[src/design/pfp_defs.svh]
`ifndef PFP_DEFS_SVH
`define PFP_DEFS_SVH

// Register byte offsets on the slave bus
`define PFP_OFS_PROT 4'h0
`define PFP_OFS_STAT 4'h4

// Protection register fields
`define PFP_BIT_POLARITY 7
`define PFP_BIT_RSVD_NV 6
`define PFP_BIT_HI_DIS 5
`define PFP_HI_SIZE_HI 4
`define PFP_HI_SIZE_LO 3
`define PFP_BIT_LO_DIS 2
`define PFP_LO_SIZE_HI 1
`define PFP_LO_SIZE_LO 0

// Status register fields
`define PFP_BIT_VIOL 4
`define PFP_BIT_LOADED 0

// Values before the load and after a double bit fault
`define PFP_PROT_RESET 8'h7F
`define PFP_PROT_FAULT 8'h7F

// Nonvolatile source of the protection byte
`define PFP_NV_ADDR 18'h3_FF0C

// Address ranges
`define PFP_HI_END 18'h3_FFFF
`define PFP_HI_START_0 18'h3_F800
`define PFP_HI_START_1 18'h3_F000
`define PFP_HI_START_2 18'h3_E000
`define PFP_HI_START_3 18'h3_C000
`define PFP_LO_START 18'h3_8000
`define PFP_LO_END_0 18'h3_83FF
`define PFP_LO_END_1 18'h3_87FF
`define PFP_LO_END_2 18'h3_8FFF
`define PFP_LO_END_3 18'h3_9FFF

// Allowed transitions, one byte per source scenario, bit = target
`define PFP_TRANS_MATRIX 64'hFF5A_3C18_080C_0A0F
`define PFP_SCEN_NONE 3'h7
`define PFP_SCEN_FULL 3'h3

`endif

[src/design/pfp_pkg.sv]
package pfp_pkg;

   typedef enum logic [1:0] {
      PFP_CMD_PROGRAM = 2'b00,
      PFP_CMD_SECTOR_ERASE = 2'b01,
      PFP_CMD_BLOCK_ERASE = 2'b10
   } pfp_cmd_t;

   typedef logic [2:0] pfp_scen_t;

endpackage : pfp_pkg

[src/design/pfp_top.sv]
// The placing of the registers and the Avalon-MM register port were left to the implementer.
`timescale 1ns/1ps
// Operation
// - Reset sequence loads protection byte from configuration
// - Double bit fault gives full protection value
// - Protected program or erase refused, flag set
// - Block erase refused if any sector protected
// - Polarity bit selects protected or unprotected ranges
// - High disable bit enables range ending at top
// - High size code selects range start address
// - High size writable only while high disabled
// - Low disable bit enables range starting at 3_8000
// - Low size code selects range end address
// - Low size writable only while low disabled
// - Both disabled: none or full protection by polarity
// - Disallowed scenario writes ignored whole; protection grows
// - Reading register returns scenario in force
// - Transitions follow the allowed scenario matrix
// - Software may rewrite register at run time
// - Flag cleared by writing one; blocks commands
`include "pfp_defs.svh"

module pfp_top #(
   parameter logic [17:0] PFLASH_BASE = 18'h3_0000
) (
   // Clock and reset
   input wire logic clk,
   input wire logic rst,
   // Avalon-MM slave
   input wire logic [3:0] avs_address,
   input wire logic avs_read,
   input wire logic avs_write,
   input wire logic [31:0] avs_writedata,
   input wire logic [3:0] avs_byteenable,
   output logic [31:0] avs_readdata,
   output logic avs_waitrequest,
   // Nonvolatile protection byte from the reset sequence
   input wire logic nv_load_valid,
   input wire logic [7:0] nv_load_byte,
   input wire logic nv_load_dbf,
   // Command check
   input wire logic cmd_valid,
   input wire pfp_pkg::pfp_cmd_t cmd_kind,
   input wire logic [17:0] cmd_addr,
   output logic cmd_ready,
   output logic cmd_launch,
   output logic cmd_refuse,
   // Status
   output logic protection_violation_flag,
   output logic prot_loaded
);

   if (PFLASH_BASE > `PFP_LO_START) begin : g_chk
      $error("PFLASH_BASE must not lie above the low range start");
   end

   function automatic pfp_pkg::pfp_scen_t scen_of(input logic [7:0] p);
      logic [2:0] key;
      key = {p[`PFP_BIT_POLARITY], p[`PFP_BIT_HI_DIS], p[`PFP_BIT_LO_DIS]};
      unique case (key)
         3'b000: scen_of = 3'h0;
         3'b001: scen_of = 3'h1;
         3'b010: scen_of = 3'h2;
         3'b011: scen_of = 3'h3;
         3'b100: scen_of = 3'h4;
         3'b101: scen_of = 3'h5;
         3'b110: scen_of = 3'h6;
         3'b111: scen_of = 3'h7;
      endcase
   endfunction : scen_of

   function automatic logic allowed(input pfp_pkg::pfp_scen_t from_s, input pfp_pkg::pfp_scen_t to_s);
      logic [63:0] mtx;
      mtx = `PFP_TRANS_MATRIX;
      allowed = mtx[{from_s, to_s}];
   endfunction : allowed

   logic [7:0] prot_ff;
   logic [7:0] nxt_prot;
   logic loaded_ff;
   logic nxt_loaded;
   logic viol_ff;
   logic nxt_viol;
   logic ack_ff;
   logic nxt_ack;
   logic [31:0] rdata_ff;
   logic [31:0] nxt_rdata;
   logic launch_ff;
   logic nxt_launch;
   logic refuse_ff;
   logic nxt_refuse;

   logic bus_req;
   logic bus_done;
   logic wr_prot;
   logic wr_stat;
   logic [7:0] cand;
   logic [17:0] hi_start;
   logic [17:0] lo_end;
   logic hi_hit;
   logic lo_hit;
   logic in_pflash;
   logic addr_prot;
   logic any_prot;
   logic cmd_take;
   logic cmd_bad;

   // Bus slave: one wait state so read data come from a flop
   assign bus_req = avs_read | avs_write;
   assign bus_done = bus_req & ack_ff;
   assign avs_waitrequest = bus_req & ~ack_ff;
   assign avs_readdata = rdata_ff;
   assign wr_prot = avs_write & bus_done & avs_byteenable[0] & (avs_address == `PFP_OFS_PROT);
   assign wr_stat = avs_write & bus_done & avs_byteenable[0] & (avs_address == `PFP_OFS_STAT);

   // Next values, so a load landing in the request cycle still reads back
   always_comb begin
      nxt_ack = bus_req & ~ack_ff;
      nxt_rdata = rdata_ff;
      if (avs_read & ~ack_ff) begin
         unique case (avs_address)
            `PFP_OFS_PROT: nxt_rdata = {24'h00_0000, nxt_prot};
            `PFP_OFS_STAT: begin
               nxt_rdata = 32'h0000_0000;
               nxt_rdata[`PFP_BIT_VIOL] = nxt_viol;
               nxt_rdata[`PFP_BIT_LOADED] = nxt_loaded;
            end
            default: nxt_rdata = 32'h0000_0000;
         endcase
      end
   end

   always_ff @(posedge clk) begin
      if (rst) begin
         ack_ff <= 1'b0;
         rdata_ff <= 32'h0000_0000;
      end else begin
         ack_ff <= nxt_ack;
         rdata_ff <= nxt_rdata;
      end
   end

   // Candidate value of a software write
   always_comb begin
      cand = avs_writedata[7:0];
      cand[`PFP_BIT_RSVD_NV] = prot_ff[`PFP_BIT_RSVD_NV];
      if (!prot_ff[`PFP_BIT_HI_DIS]) begin
         cand[`PFP_HI_SIZE_HI:`PFP_HI_SIZE_LO] = prot_ff[`PFP_HI_SIZE_HI:`PFP_HI_SIZE_LO];
      end
      if (!prot_ff[`PFP_BIT_LO_DIS]) begin
         cand[`PFP_LO_SIZE_HI:`PFP_LO_SIZE_LO] = prot_ff[`PFP_LO_SIZE_HI:`PFP_LO_SIZE_LO];
      end
   end

   // Protection register; the reset load outranks a bus write
   always_comb begin
      nxt_prot = prot_ff;
      nxt_loaded = loaded_ff;
      if (nv_load_valid) begin
         nxt_prot = nv_load_dbf ? `PFP_PROT_FAULT : nv_load_byte;
         nxt_loaded = 1'b1;
      end else if (wr_prot && allowed(scen_of(prot_ff), scen_of(cand))) begin
         nxt_prot = cand;
      end
   end

   always_ff @(posedge clk) begin
      if (rst) begin
         prot_ff <= `PFP_PROT_RESET;
         loaded_ff <= 1'b0;
      end else begin
         prot_ff <= nxt_prot;
         loaded_ff <= nxt_loaded;
      end
   end

   // Range decode
   always_comb begin
      unique case (prot_ff[`PFP_HI_SIZE_HI:`PFP_HI_SIZE_LO])
         2'b00: hi_start = `PFP_HI_START_0;
         2'b01: hi_start = `PFP_HI_START_1;
         2'b10: hi_start = `PFP_HI_START_2;
         2'b11: hi_start = `PFP_HI_START_3;
      endcase
      unique case (prot_ff[`PFP_LO_SIZE_HI:`PFP_LO_SIZE_LO])
         2'b00: lo_end = `PFP_LO_END_0;
         2'b01: lo_end = `PFP_LO_END_1;
         2'b10: lo_end = `PFP_LO_END_2;
         2'b11: lo_end = `PFP_LO_END_3;
      endcase
   end

   // Addresses below the array are never protected
   assign in_pflash = (cmd_addr >= PFLASH_BASE) && (cmd_addr <= `PFP_HI_END);
   assign hi_hit = ~prot_ff[`PFP_BIT_HI_DIS] && (cmd_addr >= hi_start) && (cmd_addr <= `PFP_HI_END);
   assign lo_hit = ~prot_ff[`PFP_BIT_LO_DIS] && (cmd_addr >= `PFP_LO_START) && (cmd_addr <= lo_end);
   // Both ranges off leaves the polarity alone to decide
   assign addr_prot = in_pflash &&
      (prot_ff[`PFP_BIT_POLARITY] ? (hi_hit | lo_hit) : ~(hi_hit | lo_hit));
   // Only one block, so any protection at all blocks its erase
   assign any_prot = scen_of(prot_ff) != `PFP_SCEN_NONE;

   // Commands wait for the load and for the flag to clear
   assign cmd_ready = loaded_ff & ~viol_ff;
   assign cmd_take = cmd_valid & cmd_ready;
   assign cmd_launch = launch_ff;
   assign cmd_refuse = refuse_ff;
   assign protection_violation_flag = viol_ff;
   assign prot_loaded = loaded_ff;

   always_comb begin
      unique case (cmd_kind)
         pfp_pkg::PFP_CMD_BLOCK_ERASE: cmd_bad = any_prot;
         pfp_pkg::PFP_CMD_PROGRAM, pfp_pkg::PFP_CMD_SECTOR_ERASE: cmd_bad = addr_prot;
         default: cmd_bad = addr_prot;
      endcase
   end

   // Flag: a new violation wins over a clear in the same cycle
   always_comb begin
      nxt_viol = viol_ff;
      if (wr_stat && avs_writedata[`PFP_BIT_VIOL]) begin
         nxt_viol = 1'b0;
      end
      if (cmd_take && cmd_bad) begin
         nxt_viol = 1'b1;
      end
      nxt_launch = cmd_take & ~cmd_bad;
      nxt_refuse = cmd_take & cmd_bad;
   end

   always_ff @(posedge clk) begin
      if (rst) begin
         viol_ff <= 1'b0;
         launch_ff <= 1'b0;
         refuse_ff <= 1'b0;
      end else begin
         viol_ff <= nxt_viol;
         launch_ff <= nxt_launch;
         refuse_ff <= nxt_refuse;
      end
   end
endmodule : pfp_top

[config.mk]
export PLATFORM = sky130hd
export DESIGN_NAME = pfp_top
export DESIGN_NICKNAME = d
export VERILOG_FILES = /design/src/design/pfp_pkg.sv /design/src/design/pfp_top.sv
export VERILOG_INCLUDE_DIRS = /design/src /design/src/design
export SDC_FILE = /design/constraint.sdc
export NUM_CORES = 1
export LEC_CHECK = 0
export BUFFER_PORTS_ARGS = -buffer_cell sky130_fd_sc_hd__buf_2
export CAP_MARGIN = 20
export CORE_UTILIZATION = 43
export DETAILED_ROUTE_END_ITERATION = 6
export GPL_TIMING_DRIVEN = 0
export PLACE_DENSITY = 0.84
export SYNTH_ARGS = -nofsm -noshare
export SYNTH_HDL_FRONTEND = slang
export SYNTH_SLANG_ARGS = --single-unit
[constraint.sdc]
create_clock -name clk -period 4.2 [get_ports clk]
set_clock_uncertainty 0.1 [all_clocks]
set_input_delay 0.21 -clock clk [delete_from_list [all_inputs] [get_ports clk]]
set_output_delay 0.21 -clock clk [all_outputs]
set_load 0.01 [all_outputs]
# [Word-level counts from Yosys, hierarchy flattened]
# Memories as Yosys holds them, arrays and structs flattened. A register that Yosys moved wholly into a read port is not among the register bits.
# Cells that the tools add are included.
[classes] n_shift=0 div=0 addsub=0 multipliers=0 n_bitwise=19 eq_ne=9 magnitude_cmp=6 muxes=18 n_reduce_logical=12
[op_table] operator="18-bit case mux with 4 select lines" count=2
[op_table] operator="18-bit >= comparator, second input constant" count=2
[op_table] operator="8-bit two-way mux" count=3
[op_table] operator="18-bit >= comparator" count=1
[op_table] operator="18-bit less-or-equal comparator" count=1
[op_table] operator="18-bit less-or-equal comparator, second input constant" count=1
[op_table] operator="8-bit case mux with 2 select lines" count=1
[op_table] operator="3-bit two-way mux" count=4
[op_table] operator="1-bit bitwise AND" count=11
[op_table] operator="2-bit equality test, second input constant" count=5
[op_table] operator="1-bit logical AND" count=9
[op_table] operator="6-bit by 7-bit less-than comparator with 1-bit output, second input constant" count=1
[op_table] operator="1-bit two-way mux" count=6
[op_table] operator="1-bit inverter" count=6
[op_table] operator="2-bit by 1-bit equality test with 1-bit output, second input constant" count=2
[op_table] operator="4-bit by 3-bit equality test with 1-bit output, second input constant" count=1
[op_table] operator="2-bit logical NOT" count=2
[op_table] operator="4-bit logical NOT" count=1
[op_table] operator="2-bit two-way mux" count=2
[op_table] operator="3-bit != test, second input constant" count=1
[op_table] operator="1-bit OR" count=2
[totals] mem_bits_rw=0 latchBits=0 out_inout_bits=38 word_cells=75 romBits=136 reg_bits=45 mem_count=4
[memory_table] name="(name not given)" words=64 width=1 read_ports=1 rd_clocked_by_memory_dff=0 write_ports=0 line="pfp_top.sv:75" rtl="allowed = mtx[{from_s, to_s}];"
[memory_table] name="(name not given)" words=8 width=3 read_ports=1 rd_clocked_by_memory_dff=1 write_ports=0 line="pfp_top.sv:60" rtl="unique case (key)"
[memory_table] name="(name not given)" words=8 width=3 read_ports=1 rd_clocked_by_memory_dff=1 write_ports=0 line="pfp_top.sv:60"
[memory_table] name="(name not given)" words=8 width=3 read_ports=1 rd_clocked_by_memory_dff=0 write_ports=0 line="pfp_top.sv:60"

# [Longest topological paths before layout]
# Gate-level depths: netlist (run 1).
[depth] word_depth=13 mapped_depth=8

# [Worst setup path after synthesis (run 1)]
# OpenSTA, ideal clock, no wires.
[synth_path] path_type="register to register" from="register prot_ff[3]" to="register launch_ff (netlist: cmd_launch)" setup_slack_ns=1.709 path_buffers=0 required_ns=3.984 arrival_ns=2.275 stages_incl_launch_ff=9 cell_sequence="dfxtp_1 and2_1 ha_1 or4b_1 nor4_1 a221oi_1 o31ai_2 mux2_1 and3_1"
[synth_between] elab_chain_len=12
[synth_rtl] item="start: declaration" line="pfp_top.sv:78" rtl="logic [7:0] prot_ff;"
[synth_rtl] item="start signal: assignment" line="pfp_top.sv:169" rtl="prot_ff <= `PFP_PROT_RESET;"
[synth_rtl] item="start signal: assignment" line="pfp_top.sv:172" rtl="prot_ff <= nxt_prot;"
[synth_rtl] item="2-bit equality test, or another cell as far along" line="pfp_top.sv:179" rtl="unique case (prot_ff[`PFP_HI_SIZE_HI:`PFP_HI_SIZE_LO])"
[synth_rtl] item="18-bit case mux with 4 select lines *" line="pfp_top.sv:179"
[synth_rtl] item="18-bit >= comparator *" line="pfp_top.sv:195" rtl="assign hi_hit = ~prot_ff[`PFP_BIT_HI_DIS] && (cmd_addr >= hi_start) && (cmd_addr <= `PFP_HI_END);"
[synth_rtl] item="1-bit logical AND * (2 in series)" line="pfp_top.sv:195"
[synth_rtl] item="1-bit OR *" line="pfp_top.sv:199" rtl="(prot_ff[`PFP_BIT_POLARITY] ? (hi_hit | lo_hit) : ~(hi_hit | lo_hit));"
[synth_rtl] item="1-bit inverter" line="pfp_top.sv:199"
[synth_rtl] item="1-bit two-way mux *" line="pfp_top.sv:199"
[synth_rtl] item="1-bit logical AND *" line="pfp_top.sv:198" rtl="assign addr_prot = in_pflash &&"
[synth_rtl] item="1-bit two-way mux *" line="pfp_top.sv:212" rtl="unique case (cmd_kind)"
[synth_rtl] item="1-bit inverter *" line="pfp_top.sv:228" rtl="nxt_launch = cmd_take & ~cmd_bad;"
[synth_rtl] item="1-bit bitwise AND *" line="pfp_top.sv:228"
[synth_rtl] item="end signal: assignment" line="pfp_top.sv:239" rtl="launch_ff <= nxt_launch;"
[synth_rtl] item="end: declaration" line="pfp_top.sv:88" rtl="logic launch_ff;"
# Every way passes the cells marked *; elsewhere a longest branch is shown, timed or not. The select of a mux whose other input is x is not followed.
# A chain may end at the register's enable or synchronous reset.

# [Worst setup path in the final report (run 1)]
# Ends and elaborated chain as after synthesis.

==> flow_metrics.env, run 1 <==
export IMPL_status="complete, no violations"
export IMPL_synth_top_cell_area_share_pct=27.1
export IMPL_syn_inst=195
export IMPL_min_delay_start="nv_load_byte[6]"
export IMPL_clk_path_buf_depth=2
export IMPL_post_cts_resized=0
export IMPL_start_util_pct=45.7
export IMPL_synth_distinct_cells=49
export IMPL_first_iter_violations=55
export IMPL_hpwl_um=2960
export IMPL_dr_pass1_iters=4
export IMPL_synth_compound_area_share_pct=21.0
export IMPL_synth_top_family_by_area="simple AND/OR/NAND/NOR gates"
export IMPL_async_reset_ff_share_pct=0
export IMPL_setup_worst_path_start_class="register"
export IMPL_p_int_mw=0.299
export IMPL_cts_htree_levels=1
export IMPL_clkLatencyLatePin_ps=300
export IMPL_rows=21
export IMPL_p_per_area_nw_per_um2=210
export IMPL_r2r_slack_ps=1580
export IMPL_hold_violations=0
export IMPL_synth_top_cell_by_area="dfxtp_1"
export IMPL_worst_pin_slew_ps=522
export IMPL_synth_ff_type="dfxtp_1"
export IMPL_syn_avg_cell_area_um2=7.95
export IMPL_layout_common_cells="63 x buf_2, 24 x buf_4, 24 x conb_1"
export IMPL_path_class="register to register"
export IMPL_maxCapViolCount=0
export IMPL_antenna_found_initial=0
export IMPL_synth_area_leaders="dfxtp_1 27%, buf_4 12%, ha_1 6.5%"
export IMPL_worstPathArrival_ps=2740
export IMPL_holdBufCountCts=0
export IMPL_yosysWarnings=0
export IMPL_setup_tns_ps=0
export IMPL_power_mw=0.424
export IMPL_ant_nets=0
export IMPL_path_clk_slew_ps=120
export IMPL_place_inst=324
export IMPL_hold_depth=3
export IMPL_gp_congestion=0.884
export IMPL_drc=0
export IMPL_grt_max_degree=13
export IMPL_layout_drive_gt1_share_pct=36.2
export IMPL_clock_sinks=21
export IMPL_ys_ff_latch=21
export IMPL_synth_simple_gate_area_share_pct=27.4
export IMPL_synth_edf_count=0
export IMPL_timing_final_ws_setup_ps=1580
export IMPL_p_seq_share_pct=49.7
export IMPL_maxSlewViolCount=0
export IMPL_comb_power_share_pct=27.8
export IMPL_synth_area_mux_share_pct=1.45
export IMPL_cp_top_family="simple AND/OR/NAND/NOR gates"
export IMPL_whs_ps=30.4
export IMPL_clock_power_share_pct=22.6
export IMPL_dpl_cell_area_um2=1990
export IMPL_slew_limit_headroom_pct=65.0
export IMPL_die_x_um=62.0
export IMPL_hp_class="input pin to register"
export IMPL_period_share_pct=62.4
export IMPL_cts_setup_buffers=0
export IMPL_final_setup_viol_count=0
export IMPL_critPathMaxFanout=3
export IMPL_fin_util_pct=59.7
export IMPL_hold_end="prot_ff[6]"
export IMPL_nets=366
export IMPL_cts_buffers=3
export IMPL_synth_xor_area_share_pct=0.565
export IMPL_r2r_start="prot_ff[3]"
export IMPL_finalNonFillerCells=328
export IMPL_port_buffers=60
export IMPL_p_sw_share_pct=29.7
export IMPL_via_per_inst=4.95
export IMPL_p_leak_nw=1.02
export IMPL_grt_pass1_wl_um=5600
export IMPL_die_y_um=62.0
export IMPL_final_area_um2=2020
export IMPL_area_delta_synth_final_pct=30.4
export IMPL_cp_slowest_stage_delay_ps=430
export IMPL_peakVddDrop_v=0.000155
export IMPL_fin_crit_ps=2620
export IMPL_core_area_um2=3390
export IMPL_tritoncts="built"
export IMPL_synth_seq_area_share_pct=27.1
export IMPL_pre_cts_ws_ps=1580
export IMPL_rr_endpoint="cmd_launch"
export IMPL_routedWlPerCell_um=10.9
export IMPL_ios=113
export IMPL_yosys_area_share_adder_pct=6.46
export IMPL_cp_end_kind="register"
export IMPL_grt_overflow_total=0
export IMPL_die_area_um2=3850
export IMPL_worst_path_max_delay_cell="or4b_1"
export IMPL_cts_root_buf="clkbuf_4"
export IMPL_diodes=0
export IMPL_grt_use_total_pct=19.4
export IMPL_critical_path_buf_inv_count=0
export IMPL_vias=1624
export IMPL_netlist_area_um2=1550
export IMPL_path_cells="and2_1, ha_1, or4b_1, nor4_1, a221oi_1, o31ai_2, mux2_1, and3_1"
export IMPL_rsz0062_at_grt="no"
export IMPL_net_switching_power_mw=0.126
export IMPL_wirelength_um=3580
export IMPL_rr_worst_depth=8
export IMPL_grt_pass1_vias=1419
export IMPL_mostFrequentLayoutCell="buf_2"
export IMPL_fmax_mhz=381
export IMPL_critPathRequiredTime_ps=4310
==> cells by family (layout without fill, tap and decap cells) <==
logic type                 after synthesis  count (layout)
AOI/OAI and AO/OA                       43              43
and+or+nand+nor                         79              79
other                                    1              24
xor gates and xnor gates                 1               1
buffers and inverters                   40             104
adders and majority gates                8               8
DFF                                     21              21
muxes                                    2               2
==> registers in the layout, indices dropped and copies added, names as in the netlist <==
name / flops
cmd_refuse: 1
ack_ff: 1
cmd_launch: 1
prot_loaded: 1
prot_ff: 8
avs_readdata: 8
protection_violation_flag: 1
==> synthesized netlist by cell type, types with 3 or more instances <==
library cell  count
nand2b_1          5
a31oi_1           4
o21ai_0           8
a21o_1            3
nand4_1           4
nand2_1          12
dfxtp_1          21
and3_1            5
a32o_1            4
nand3b_1          3
buf_4            24
or2_2             5
buf_2             3
clkbuf_1          5
nor2_1           21
inv_1             8
a21oi_1           5
ha_1              8
nor3_1            7
==> power groups by stage <==
stage	Sequential, mW	Clock [mW]	Combinational, mW
finish	0.211	0.0957	0.118
CTS	0.211	0.0981	0.117
floorplan	0.216	0	0.0740
global route	0.212	0.104	0.133
detailed placement	0.215	0	0.117
global placement	0.215	0	0.115
==> cell type report <==
type	instances	area (µm²)
Timing Repair Buffer	60	300
Clock buffer	3	22.5
Buffer	32	214
Clock inverter	1	5.00
Sequential cell	21	420
Multi-Input combinational cell	157	972
Inverter	8	30.0
Tap cell	46	57.6
Fill cell	319	1370
==> worst min-delay path: stages <==
cell and delay (ps):
buf_2 80, o22ai_1 60, nand2_1 60
==> worst max path at each step <==
stage / start / end / slack, ps / cells past startpoint
floorplan: prot_ff[3] / cmd_launch / 1710 / 8
detailed placement: prot_ff[3] / cmd_launch / 1580 / 8
CTS: prot_ff[3] / cmd_launch / 1560 / 8
finish: prot_ff[3] / cmd_launch / 1580 / 8
global placement: prot_ff[3] / cmd_launch / 1580 / 8
global route: prot_ff[3] / cmd_launch / 1410 / 8
==> metal layers <==
metal / up-vias / global-route usage [%] / routed length [µm]
li1: 834 / - / -
met1: 717 / 24.7 / 1680
met2: 66 / 33.4 / 1610
met3: 7 / 2.07 / 237
met4: 0 / 7.94 / 45
met5: - / 0 / 0
Power figures use the tool's default switching activity.
==> run 2: changes to the inputs <==
--- a/config.mk
+++ b/config.mk
@@ -8,10 +8,10 @@
 export LEC_CHECK = 0
 export BUFFER_PORTS_ARGS = -buffer_cell sky130_fd_sc_hd__buf_2
 export CAP_MARGIN = 20
-export CORE_UTILIZATION = 43
+export CORE_UTILIZATION = 37
 export DETAILED_ROUTE_END_ITERATION = 6
 export GPL_TIMING_DRIVEN = 0
-export PLACE_DENSITY = 0.84
+export PLACE_DENSITY = 0.77
 export SYNTH_ARGS = -nofsm -noshare
 export SYNTH_HDL_FRONTEND = slang
 export SYNTH_SLANG_ARGS = --single-unit
==> constraint.sdc (replaced) <==
create_clock -name clk -period 2.3 [get_ports clk]
set_clock_uncertainty 0.1 [all_clocks]
set_input_delay 0.115 -clock clk [delete_from_list [all_inputs] [get_ports clk]]
set_output_delay 0.115 -clock clk [all_outputs]
set_load 0.01 [all_outputs]
==> run 2 against run 1 <==
Effect of this change: the run now ends with negative setup slack left; clock power increased to 2.6 times the previous value; clock-buffer cell count increased by 1; global-route usage decreased by 1.9 points; first-iteration DRC count decreased by 5.5%; critical path depth unchanged; sequential share of layout area decreased by 1.3 points; die area increased by 16%; register-to-register slack got worse by 1800 ps; largest power group unchanged; highest routed layer unchanged.
==> flow_metrics.env, run 2 (same netlist as run 1, synthesis figures left out) <==
export IMPL_setup_tns_ps=-627
export IMPL_clock_sinks=21
export IMPL_vias=1631
export IMPL_hp_class="input pin to register"
export IMPL_fmax_mhz=400
export IMPL_period_share_pct=109
export IMPL_pre_cts_ws_ps=-318
export IMPL_peakVddDrop_v=0.000235
export IMPL_path_clk_slew_ps=80
export IMPL_layout_common_cells="62 x buf_2, 28 x buf_4, 24 x conb_1"
export IMPL_area_delta_synth_final_pct=40.2
export IMPL_gp_congestion=0.861
export IMPL_via_per_inst=4.84
export IMPL_cts_root_buf="clkbuf_8"
export IMPL_ant_nets=0
export IMPL_dr_pass1_iters=4
export IMPL_violations="negative setup slack"
export IMPL_hold_violations=0
export IMPL_clk_path_buf_depth=2
export IMPL_mostFrequentLayoutCell="buf_2"
export IMPL_wirelength_um=4030
export IMPL_rows=23
export IMPL_final_setup_viol_count=4
export IMPL_multi_input_area_um2=1060
export IMPL_r2r_start="prot_ff[4]"
export IMPL_tritoncts="built"
export IMPL_status="finished, violations left"
export IMPL_grt_pass1_vias=1383
export IMPL_timing_final_ws_setup_ps=-199
export IMPL_grt_pass1_wl_um=5950
export IMPL_worst_pin_slew_ps=608
export IMPL_grt_use_total_pct=17.5
export IMPL_grt_overflow_total=0
export IMPL_p_leak_nw=1.06
export IMPL_clkLatencyLatePin_ps=260
export IMPL_core_area_um2=4000
export IMPL_final_area_um2=2170
export IMPL_nets=371
export IMPL_die_y_um=66.7
export IMPL_path_class="register to register"
export IMPL_final_seq_area_um2=423
export IMPL_fin_crit_ps=2500
export IMPL_ios=113
export IMPL_port_buffers=60
export IMPL_grt_max_degree=12
export IMPL_fillers=388
export IMPL_slew_limit_headroom_pct=59.1
export IMPL_r2r_slack_ps=-200
export IMPL_rsz0062_at_grt="yes"
export IMPL_maxCapViolCount=0
export IMPL_layout_drive_gt1_share_pct=40.8
export IMPL_die_area_um2=4450
export IMPL_cts_buffers=3
export IMPL_diodes=0
export IMPL_setup_worst_path_start_class="register"
export IMPL_maxSlewViolCount=0
export IMPL_dpl_cell_area_um2=2000
export IMPL_hpwl_um=3160
export IMPL_rr_worst_depth=8
export IMPL_antenna_found_initial=0
export IMPL_p_per_area_nw_per_um2=401
export IMPL_rr_endpoint="cmd_launch"
export IMPL_worstPathArrival_ps=2560
export IMPL_cts_htree_levels=1
export IMPL_die_x_um=66.7
export IMPL_cp_end_kind="register"
export IMPL_start_util_pct=38.8
export IMPL_hold_end="prot_ff[0]"
export IMPL_min_delay_start="nv_load_byte[0]"
export IMPL_critPathRequiredTime_ps=2360
export IMPL_drc=0
export IMPL_hold_depth=3
export IMPL_first_iter_violations=52
export IMPL_routedWlPerCell_um=12.0
export IMPL_critPathMaxFanout=2
==> run 2: changes by cell type in the layout (fill, tap and decap cells not counted), sizes merged <==
cell	change
buf	+3
clkbuf	+2
clkinv	-1
dlygate4sd3	+1
==> run 2: layer usage <==
metal  vias to the layer above  global-route usage [%]  wire [µm]
li1                        846                       -          -
met1                       709                    22.8       1790
met2                        69                    28.4       1860
met3                         7                    3.77        326
met4                         0                    5.59         49
met5                         -                       0          0
==> run 2: worst max path at each step <==
stage	startpoint	endpoint	slack, ps	depth (start not counted)
after detailed placement	prot_ff[3]	cmd_launch	-320	8
after floorplan	prot_ff[3]	cmd_launch	-150	8
final	prot_ff[4]	cmd_launch	-200	8
after global routing	prot_ff[4]	avs_readdata[4]	-290	9
after global placement	prot_ff[3]	cmd_launch	-300	8
after CTS	prot_ff[4]	cmd_launch	-300	8
==> run 2: cell type report <==
cell class	count	share of cell area, %
clock buffers	4	2.07
plain buffers	32	9.96
inverters	8	1.38
multi-input cells	157	48.6
flip-flops and latches	21	19.5
well taps	50	2.88
repair buffers	65	15.7
==> run 2: critical path, cell delays in order (launching register included) <==
cell and delay, ps:
dfxtp_2 330, and2_4 150, ha_4 260, or4b_4 460
nor4_4 230, a221oi_2 100, o31ai_2 260, mux2_4 340
and3_4 160
==> run 2: timing repair <==
action	4_1_cts	5_1_grt
hold buffers	1	0
hold endpoints to repair	1	0
gates cloned	0	0
pin swaps	8	5
endpoints found under the setup margin	4	6
buffers inserted	3	1
gates resized for setup	7	10
==> run 2: per-stage QoR <==
step	utilization [%]	hold slack [ps]	power [mW]	std cells
5_1_grt	54.3	41.9	0.918	337
6_report	54.3	21.6	0.871	337
4_1_cts	52.6	17.1	0.858	336
3_3_place_gp	50.0	256	0.605	328
3_5_place_dp	50.0	267	0.609	328
2_1_floorplan	-	158	0.529	218
==> run 2: report_power, final <==
| group | internal [mW] | switching, mW | leakage, nW |
|---|---|---|---|
| Sequential | 0.376 | 0.00769 | 0.171 |
| Combinational | 0.118 | 0.124 | 0.871 |
| Clock | 0.124 | 0.122 | 0.0228 |
| Total | 0.617 | 0.253 | 1.06 |
